[config.mk]
export PLATFORM = sky130hd
export DESIGN_NAME = ood_decoder
export DESIGN_NICKNAME = d
export VERILOG_FILES = /design/src/hdl/ood_pkg.sv /design/src/hdl/ood_if.sv /design/src/hdl/ood_decoder.sv /design/src/hdl/ood_modrm_split.sv
export SDC_FILE = /design/constraint.sdc
export NUM_CORES = 1
export LEC_CHECK = 0
export BUFFER_PORTS_ARGS = -buffer_cell sky130_fd_sc_hd__buf_4
export CORE_ASPECT_RATIO = 1.2
export CORE_MARGIN = 3
export CORE_UTILIZATION = 50
export DETAILED_ROUTE_END_ITERATION = 6
export PLACE_DENSITY = 0.79
export SLEW_MARGIN = 20
export SYNTH_ARGS = -nofsm -noshare
export SYNTH_HDL_FRONTEND = slang
export SYNTH_SLANG_ARGS = --single-unit
[constraint.sdc]
create_clock -name clk -period 0.95 [get_ports clk]
set_input_delay 0.0475 -clock clk [delete_from_list [all_inputs] [get_ports clk]]
set_output_delay 0.0475 -clock clk [all_outputs]
set_load 0.05 [all_outputs]
[src/hdl/ood_pkg.sv]
// Purpose: shared constants and types for the operand field decoder
// Assumes: one instruction presented per request, bytes little-endian
// Notes: byte positions count from the opcode at index 0
package ood_pkg;
    // addressing byte fields
    localparam int MODE_MSB = 7;
    localparam int MODE_LSB = 6;
    localparam int MID_MSB = 5;
    localparam int MID_LSB = 3;
    localparam int RM_MSB = 2;
    localparam int RM_LSB = 0;
    localparam logic [1:0] MODE_NO_DISP = 2'h0;
    localparam logic [1:0] MODE_DISP8 = 2'h1;
    localparam logic [1:0] MODE_DISP16 = 2'h2;
    localparam logic [1:0] MODE_REG = 2'h3;
    localparam logic [2:0] RM_DIRECT = 3'h6;
    // opcodes with documented meaning
    localparam logic [7:0] OP_IMM_GROUP = 8'h80;
    localparam logic [2:0] EXT_ADD = 3'h0;
    localparam logic [7:0] OP_MOVE_IMM_BYTE_BASE = 8'hB0;
    localparam logic [7:0] OP_MOVE_IMM_WORD_BASE = 8'hB8;
    localparam logic [7:0] OP_INC_WORD_BASE = 8'h40;
    localparam logic [3:0] LEN_W = 4'h4;
    localparam logic [3:0] RESET_LEN = 4'h1;

    // operand parameter kind, chosen by the fetch logic's form table
    typedef enum logic [2:0] {
        OFF_NONE = 3'h0,
        OFF_BYTE = 3'h1, // byte_offset_param
        OFF_WORD = 3'h2, // word_offset_param
        OFF_DWORD = 3'h3 // doubleword_offset_param
    } ood_off_t;

    typedef enum logic [1:0] {
        IMM_NONE = 2'h0,
        IMM_BYTE = 2'h1, // immediate_byte_param
        IMM_WORD = 2'h2 // immediate_word_param
    } ood_imm_t;

    // how the middle addressing field is read
    typedef enum logic [1:0] {
        MID_EXT = 2'h0,
        MID_REG = 2'h1,
        MID_SEG = 2'h2
    } ood_mid_t;

    typedef enum logic [1:0] {
        ST_IDLE = 2'h0,
        ST_DONE = 2'h1
    } ood_state_t;
endpackage

[src/hdl/ood_if.sv]
// Purpose: carries the addressing byte fields between decoder modules
// Assumes: purely combinational fields
// Notes: none
interface ood_if;
    logic [1:0] mode;
    logic [2:0] mid;
    logic [2:0] rm;
    logic hasModrm;
    logic directAddr;
    logic [3:0] dispLen;
    logic [15:0] disp;
    modport split (output mode, mid, rm, directAddr, dispLen, disp, input hasModrm);
    modport use_ (input mode, mid, rm, directAddr, dispLen, disp, output hasModrm);
endinterface

[src/hdl/ood_decoder.sv]
// Purpose: decodes the parameter fields of one instruction
// Assumes: fetch supplies up to six bytes and the form's parameter kinds
// Notes: results registered one cycle after a request
//
// Function
// - middle field as extension 0 to 7
// - group 80 extension 0 needs middle 000; other middle values raise no formError
// - byte registers low 0-3, high 4-7
// - word registers accumulator through destination index
// - segment codes extra, code, stack, data
// - byte offset is byte after opcode
// - doubleword offset: four bytes, offset then segment
// - word offset is two bytes after opcode
// - immediate byte, signedness from immSigned
// - immediate word, two bytes taken as is; immSigned not used
// - opcode minus base gives byte register
// - opcode minus base gives word register
// - mode field selects register or displacement
// - mode 00 rm 110 is direct address
module ood_decoder
    import ood_pkg::*;
(
    input wire logic clk,
    input wire logic rst_n,
    input wire logic reqValid,
    input wire logic [47:0] instBytes,
    input wire logic hasModrm,
    input wire ood_mid_t midKind,
    input wire logic wordOp,
    input wire logic regInOpcode,
    input wire logic [7:0] opcodeBase,
    input wire ood_off_t offKind,
    input wire ood_imm_t immKind,
    input wire logic immSigned,
    output logic resValid,
    output logic [2:0] extSel,
    output logic [3:0] regSel,
    output logic [1:0] segSel,
    output logic segValid,
    output logic [2:0] rmSel,
    output logic rmIsReg,
    output logic directAddr,
    output logic [15:0] disp,
    output logic [15:0] offsetVal,
    output logic [15:0] segmentVal,
    output logic [15:0] immVal,
    output logic formError,
    output logic [3:0] instLen
);
    ////////////////////////////////////////////////////////////////
    // byte view and addressing split
    logic [7:0] b [0:5];
    ood_if fld ();

    for (genvar i = 0; i < 6; i++) begin : g_bytes
        assign b[i] = instBytes[8*i+7:8*i];
    end

    assign fld.hasModrm = hasModrm;

    ood_modrm_split u_split (
        .modrmByte(b[1]),
        .dispLo(b[2]),
        .dispHi(b[3]),
        .fld(fld)
    );

    ////////////////////////////////////////////////////////////////
    // combinational decode
    ood_state_t state_r, state_nxt;
    logic [2:0] extSel_nxt, rmSel_nxt;
    logic [3:0] regSel_nxt, instLen_nxt, immPos;
    logic [1:0] segSel_nxt;
    logic segValid_nxt, rmIsReg_nxt, directAddr_nxt, formError_nxt;
    logic [15:0] disp_nxt, offset_nxt, segment_nxt, imm_nxt;
    logic [7:0] regCode8;
    logic [7:0] ib, iwLo, iwHi;

    always_comb begin
        regCode8 = b[0] - opcodeBase;
        extSel_nxt = 3'h0;
        regSel_nxt = 4'h0;
        segSel_nxt = 2'h0;
        segValid_nxt = 1'b0;
        formError_nxt = 1'b0;
        // middle field: extension, general register or segment
        case (midKind)
            MID_EXT: begin
                extSel_nxt = fld.mid;
                // group 80 extension 0 must carry 000 in the middle field
                if (b[0] == OP_IMM_GROUP && fld.mid != EXT_ADD) begin
                    formError_nxt = 1'b0; // other extensions legal; 000 picks add
                end
            end
            MID_REG: begin
                // bit3 flags word; codes map per byte or word numbering
                regSel_nxt = {wordOp, fld.mid};
            end
            MID_SEG: begin
                segValid_nxt = (fld.mid[2] == 1'b0);
                segSel_nxt = fld.mid[1:0];
                formError_nxt = fld.mid[2];
            end
            default: begin
                formError_nxt = 1'b1;
            end
        endcase
        if (regInOpcode) begin
            regSel_nxt = {wordOp, regCode8[2:0]};
            formError_nxt = (regCode8 > 8'h07);
        end
        rmSel_nxt = fld.rm;
        rmIsReg_nxt = hasModrm && (fld.mode == MODE_REG);
        directAddr_nxt = fld.directAddr;
        disp_nxt = fld.disp;
        // offsets follow the opcode; immediates follow the addressing byte and displacement
        offset_nxt = 16'h0000;
        segment_nxt = 16'h0000;
        case (offKind)
            OFF_BYTE: offset_nxt = {{8{b[1][7]}}, b[1]};
            OFF_WORD: offset_nxt = {b[2], b[1]};
            OFF_DWORD: begin
                offset_nxt = {b[2], b[1]};
                segment_nxt = {b[4], b[3]};
            end
            default: offset_nxt = 16'h0000;
        endcase
        immPos = 4'h1 + (hasModrm ? 4'h1 : 4'h0) + fld.dispLen;
        ib = b[immPos[2:0]];
        iwLo = b[immPos[2:0]];
        iwHi = b[3'(immPos[2:0] + 3'h1)];
        case (immKind)
            IMM_BYTE: imm_nxt = immSigned ? {{8{ib[7]}}, ib} : {8'h00, ib};
            IMM_WORD: imm_nxt = {iwHi, iwLo};
            default: imm_nxt = 16'h0000;
        endcase
        // total length lets fetch advance
        instLen_nxt = immPos;
        case (offKind)
            OFF_BYTE: instLen_nxt = instLen_nxt + 4'h1;
            OFF_WORD: instLen_nxt = instLen_nxt + 4'h2;
            OFF_DWORD: instLen_nxt = instLen_nxt + LEN_W;
            default: instLen_nxt = instLen_nxt;
        endcase
        case (immKind)
            IMM_BYTE: instLen_nxt = instLen_nxt + 4'h1;
            IMM_WORD: instLen_nxt = instLen_nxt + 4'h2;
            default: instLen_nxt = instLen_nxt;
        endcase
        state_nxt = reqValid ? ST_DONE : ST_IDLE;
    end

    ////////////////////////////////////////////////////////////////
    // result registers; outputs except resValid held until the next request
    always_ff @(posedge clk or negedge rst_n) begin
        if (!rst_n) begin
            state_r <= ST_IDLE;
            extSel <= 3'h0;
            regSel <= 4'h0;
            segSel <= 2'h0;
            segValid <= 1'b0;
            rmSel <= 3'h0;
            rmIsReg <= 1'b0;
            directAddr <= 1'b0;
            disp <= 16'h0000;
            offsetVal <= 16'h0000;
            segmentVal <= 16'h0000;
            immVal <= 16'h0000;
            formError <= 1'b0;
            instLen <= RESET_LEN;
        end else begin
            state_r <= state_nxt;
            if (reqValid) begin
                extSel <= extSel_nxt;
                regSel <= regSel_nxt;
                segSel <= segSel_nxt;
                segValid <= segValid_nxt;
                rmSel <= rmSel_nxt;
                rmIsReg <= rmIsReg_nxt;
                directAddr <= directAddr_nxt;
                disp <= disp_nxt;
                offsetVal <= offset_nxt;
                segmentVal <= segment_nxt;
                immVal <= imm_nxt;
                formError <= formError_nxt;
                instLen <= instLen_nxt;
            end
        end
    end

    assign resValid = (state_r == ST_DONE);
endmodule

[src/hdl/ood_modrm_split.sv]
// Purpose: splits the addressing byte and its displacement
// Assumes: bytes 1..3 are the addressing byte and following bytes
// Notes: combinational only
module ood_modrm_split
    import ood_pkg::*;
(
    input wire logic [7:0] modrmByte,
    input wire logic [7:0] dispLo,
    input wire logic [7:0] dispHi,
    ood_if.split fld
);
    ////////////////////////////////////////////////////////////////
    // field extraction and displacement size
    always_comb begin
        fld.mode = modrmByte[MODE_MSB:MODE_LSB];
        fld.mid = modrmByte[MID_MSB:MID_LSB];
        fld.rm = modrmByte[RM_MSB:RM_LSB];
        fld.directAddr = 1'b0;
        fld.dispLen = 4'h0;
        fld.disp = 16'h0000;
        if (fld.hasModrm) begin
            case (fld.mode)
                MODE_NO_DISP: begin
                    if (fld.rm == RM_DIRECT) begin
                        fld.directAddr = 1'b1;
                        fld.dispLen = 4'h2;
                        fld.disp = {dispHi, dispLo};
                    end
                end
                MODE_DISP8: begin
                    fld.dispLen = 4'h1;
                    fld.disp = {{8{dispLo[7]}}, dispLo};
                end
                MODE_DISP16: begin
                    fld.dispLen = 4'h2;
                    fld.disp = {dispHi, dispLo};
                end
                default: begin
                    fld.dispLen = 4'h0; // register operand
                end
            endcase
        end
    end
endmodule

# == After elaboration in Yosys (flattened, before gate mapping) ==
# Index checks and enable logic that the tools add are counted.
# totals
ff_bits,85
latchBits,0
ramBits,0
mem_bits_ro,0
in_bits,70
output_inout_bits,85
elab_cells,76
n_memories,0
# op_classes
addsub,9
mul,0
n_div,0
n_lt_le_gt_ge,3
n_eq_ne,12
shift,0
n_mux,30
bitwise,3
n_reduce_logical,5
# op_table
operator,count
$mux 16,4
$pmux 16 s2,2
$bmux 8 s3,2
$pmux 16 s3,1
$mux 8,4
$mux 4,3
$pmux 4 s3,1
$add 4x1->4 const B,2
$add 4x2->4 const B,2
$eq 2x2->1 const B,4
$ge 4x4->1 const B,2
$gt 8x3->1 const B,1
$not 3->4,2
$pmux 4 s2,1
$sub 8x8->8,1
$mux 1,7
$eq 2x1->1 const B,3
$eq 3x2->1 const B,2
$pmux 2 s3,1
$add 2x4->4,1
$add 4x3->4 const B,1
$logic_not 2->1,2
$mux 2,2
$reduce_or 2->1,2
other kinds (9),9

# == Logic depth before layout (Yosys ltp) ==
# logic_depth
word_depth,11
depth_mapped,15
ltp_nobuf,14

# == By module ==
# From an unflattened synthesis, not the netlist that was laid out.
# hier_totals
cells_unflattened,478
hier_area_um2,5325.1
# by_module_without_submodules
module,n_inst,cells_per_inst,area_each_um2,seq_area_each_um2
ood_decoder,1,411,4733.3,2128.3
ood_modrm_split,1,67,591.8,0.0

# == Worst setup path after synthesis ==
# No wires, ideal clock.
# synth_timing
path_type,input-to-reg
start,input instBytes[14]
end,register instLen[2]
setup_time_ns,0.143
arrival_time_ns,2.318
required_time_ns,0.807
path_slack_ns,-1.512
path_stages,14
path_buffers,2
path_cell_list,buf_2 -> nand4bb_1 -> o211ai_1 -> inv_1 -> ha_1 -> clkbuf_1 -> or4bb_1 -> nand2b_1 -> ha_1 -> nand2_1 -> o21ai_0 -> o21ai_0 -> or3_1 -> o221ai_1
# synth_between
elab_chain_cells,8
word_cells_on_any_way,13
cone_classes,add/sub: 6; eq/ne: 2; mux: 4; reduce/logical: 1
# synth_rtl
item,line,source
"start, declared",ood_decoder.sv:26,"input wire logic [47:0] instBytes,"
$eq 2x2->1 (tied with other cells),ood_modrm_split.sv:22,case (fld.mode)
$pmux 2 s3 (*),ood_modrm_split.sv:22,
$mux 4 (*),ood_modrm_split.sv:21,if (fld.hasModrm) begin
$add 2x4->4 (*),ood_decoder.sv:128,immPos = 4'h1 + (hasModrm ? 4'h1 : 4'h0) + fld.dispLen;
$add 4x3->4 (tied with other cells),ood_decoder.sv:142,OFF_DWORD: instLen_nxt = instLen_nxt + LEN_W;
$pmux 4 s3 (*),ood_decoder.sv:139,case (offKind)
$add 4x2->4 or $add 4x1->4 (tied branches),"ood_decoder.sv:147, ood_decoder.sv:146",
$pmux 4 s2 (*),ood_decoder.sv:145,case (immKind)
"end signal, assigned",ood_decoder.sv:186,instLen <= instLen_nxt;
"end, declared",ood_decoder.sv:48,output logic [3:0] instLen
# Every way passes the cells marked *; elsewhere a longest branch is shown, timed or not.
# A chain may end at the register's enable or synchronous reset.

# == Worst setup path after layout ==
# layout_timing
start,input instBytes[8]
end,register instLen[2]
# layout_between
elab_chain_cells,9
word_cells_on_any_way,12
cone_classes,add/sub: 6; eq/ne: 1; mux: 5
# layout_rtl
item,line,source
$eq 3x3->1 (*),ood_modrm_split.sv:24,if (fld.rm == RM_DIRECT) begin
$mux 2 (*),ood_modrm_split.sv:24,
$pmux 2 s3 (*),ood_modrm_split.sv:22,
$mux 4 (*),ood_modrm_split.sv:21,
$add 2x4->4 (*),ood_decoder.sv:128,
$add 4x3->4 (tied with other cells),ood_decoder.sv:142,
$pmux 4 s3 (*),ood_decoder.sv:139,
$add 4x2->4 or $add 4x1->4 (tied branches),"ood_decoder.sv:147, ood_decoder.sv:146",
$pmux 4 s2 (*),ood_decoder.sv:145,
# Marks and branches as above.

==> flow_metrics.tcl <==
set metrics [dict create \
    outcome "finished, violations left" \
    violations "DRC, setup timing" \
    num_rows 39 \
    insertion_delay_ns 0.34 \
    firstDrtPassIters 7 \
    path_max_fanout 2 \
    synth_edf_count 0 \
    worst_pin_slew_ns 0.536 \
    finalNetCount 953 \
    drc 28 \
    numCtsBuffers 9 \
    r2r_setup_slack_ns -0.04 \
    min_from "regInOpcode" \
    drive_gt1_share_pct 54.1 \
    arrival_ns 2.45 \
    ys_ff_latch 85 \
    route.detailed.wl_per_inst_um 30.2 \
    worstPathRequired_ns 1.21 \
    powerDensity_nw_per_um2 1440 \
    place_area_um2 7100 \
    gp_congestion 0.926 \
    ctsLongestPathBuffers 2 \
    critPathLaunchType "input pin" \
    pre_cts_slack_ns -1.36 \
    synth_top_area_cell "dfrtp_1" \
    irDropWorstVdd_v 0.00112 \
    routed_via_density 7.00 \
    start_util_pct 51.3 \
    io_pins 155 \
    cts_tree "yes" \
    min_period_ns 2.19 \
    synthTopCellsByArea "dfrtp_1 43%, inv_1 6.2%, o22ai_1 5.1%, nand2_1 5.0%, mux2_2 4.8%" \
    die_h_um 115 \
    syn_area_um2 4910 \
    final_hold_viol_count 0 \
    fill_cells 222 \
    grt_pass1_vias 6246 \
    place_hpwl_mm 13.2 \
    track_usage_pct 41.6 \
    drt_wl_total_mm 30.1 \
    critPathLaunch "instBytes[8]" \
    critical_path_class "in -> reg" \
    rsz0062_at_grt "true" \
    r2r-start "segmentVal[0]" \
    clkTransAtPathRegs_ns 0.07 \
    overflow 0 \
    fmax_mhz 457 \
    cap_viol_max_count 0 \
    end_kind "flip-flop" \
    antenna_found_initial 1 \
    ys.flop_type "dfrtp_1" \
    antenna_cells 0 \
    async_reset_ff_share_pct 100 \
    syn-num-nets 631 \
    timing.final.crit_share_pct 231 \
    area_growth_syn_to_layout_pct 85.9 \
    p_leak_nw 4.35 \
    fp.dieW_um 96.4 \
    cts.sinks 85 \
    drt_iter0_markers 1262 \
    setup_ws_ns -1.24 \
    maxSlewViolCount 0 \
    synth_seq_area_share_pct 43.4 \
    antenna_left 0 \
    syn_area_per_cell_um2 8.95 \
    tns_ns -21.83 \
    postSynthCellCount 548 \
    synth_top_area_share_pct 42.8 \
    finalPower_mw 13.2 \
    synth_cell_types 62 \
    grt_max_degree 47 \
    vias 6989 \
    hold_class "in -> reg" \
    grt_pass1_wl_mm 34.2 \
    setup_viol 125 \
    final_area_um2 9120 \
    cts_root_buf "clkbuf_16" \
    core_um2 9560 \
    max_slew_margin_pct 64.0 \
    htreeDepth 3 \
    clock_skew_ns 0 \
    ys_warn_count 0 \
    portBuffers 154 \
    die-area_um2 11000 \
]
registers in the layout (all words and copies together), names as in the netlist:
register / flops
directAddr: 1
disp: 16
extSel: 3
formError: 1
immVal: 16
instLen: 4
offsetVal: 16
regSel: 4
rmIsReg: 1
rmSel: 3
segSel: 2
segValid: 1
segmentVal: 16
state_r: 1
cells by family (layout without fill, tap and decap cells):
logic type / count (synthesis) / after routing / share of synthesized area (%)
muxes: 39 / 39 / 8.69
buffers and inverters: 113 / 440 / 9.08
adders and majority gates: 13 / 13 / 3.47
and+or+nand+nor: 138 / 138 / 13.3
xor gates and xnor gates: 4 / 4 / 1.10
DFF: 85 / 85 / 43.4
AOI/OAI and AO/OA: 156 / 156 / 21.0
worst paths after layout:
path	endpoint	cells past startpoint
setup / recovery	instLen[2]	15
hold / removal	regSel[3]	3
setup reg to reg	segmentVal[0]	4
hold reg to reg	segValid	1
max in group asynchronous	instLen[0]	3
min in group asynchronous	immVal[4]	2
area by class of cell:
cell class | instances | area (µm²) | area share (%)
Sequential cell | 85 | 2130 | 23.4
Timing Repair Buffer | 342 | 3180 | 34.9
Inverter | 82 | 327 | 3.58
Clock buffer | 10 | 239 | 2.62
Tap cell | 123 | 154 | 1.69
Clock inverter | 6 | 62.6 | 0.686
Multi-Input combinational cell | 350 | 3030 | 33.2
synth_stat cells (all sizes together) (2+ instances only):
cell	instances
nand2	67
buf	12
o22ai	40
a31oi	9
a21oi	35
a221oi	2
xor2	4
nand2b	9
nand3b	3
mux2i	16
a211oi	6
inv	81
nor2b	11
a311oi	2
ha	12
o211ai	4
or2	2
mux2	23
and3	4
o21ai	28
and2	4
a21boi	2
clkbuf	19
dfrtp	84
o221ai	15
a311o	3
nor2	29
stage by stage:
step	hold WS, ns	cells	utilization, %
after floorplan	-0.248	548	-
final	0.0728	998	95.4
after global routing	0.0812	998	95.4
after global placement	-0.0504	901	74.3
after CTS	0.0260	960	89.1
after detailed placement	-0.0498	901	74.3
worst max-delay path, cell delays in order:
cell and delay, ns:
buf_8 0.10, nand4bb_1 0.21, o211ai_1 0.19, inv_1 0.14, ha_4 0.19, a21oi_2 0.12, nor2_1 0.05, mux2i_1 0.26
nor2_2 0.12, ha_4 0.31, nand2_4 0.06, o21ai_2 0.06, o21ai_1 0.10, or3_1 0.41, o221ai_2 0.08
routing by layer:
metal	wire, µm	GRT usage (%)
met5	0	0
met4	3640	26.2
met3	4140	9.99
met2	13300	68.0
met1	9060	48.3
layout by cell type, fill, tap and decap left out, drive strengths merged, types with 3 or more instances in the layout:
master and count:
buf 331, dfrtp 84, inv 81, nand2 67
o22ai 40, a21oi 35, nor2 29, o21ai 28
mux2 23, mux2i 16, o221ai 15, ha 12
clkbuf 11, nor2b 11, dlygate4sd3 9, a31oi 9
nand2b 9, clkinv 6, a211oi 6, o211ai 4
and3 4, and2 4, xor2 4, nand3b 3
a311o 3
power by group:
| group | leakage (nW) | internal, mW | switching (mW) |
|---|---|---|---|
| logic | 3.08 | 2.21 | 3.05 |
| registers | 1.11 | 3.89 | 0.263 |
| clock network | 0.152 | 2.11 | 1.63 |
repair_timing:
item,in CTS,in global routing
buffers inserted,33,39
hold buffers,9,0
pin swaps,43,30
endpoints found under the hold margin,92,0
gates resized for setup,177,55
setup endpoints to repair,114,122
gates cloned,2,1
No activity file was read; power rests on OpenSTA's default activity.
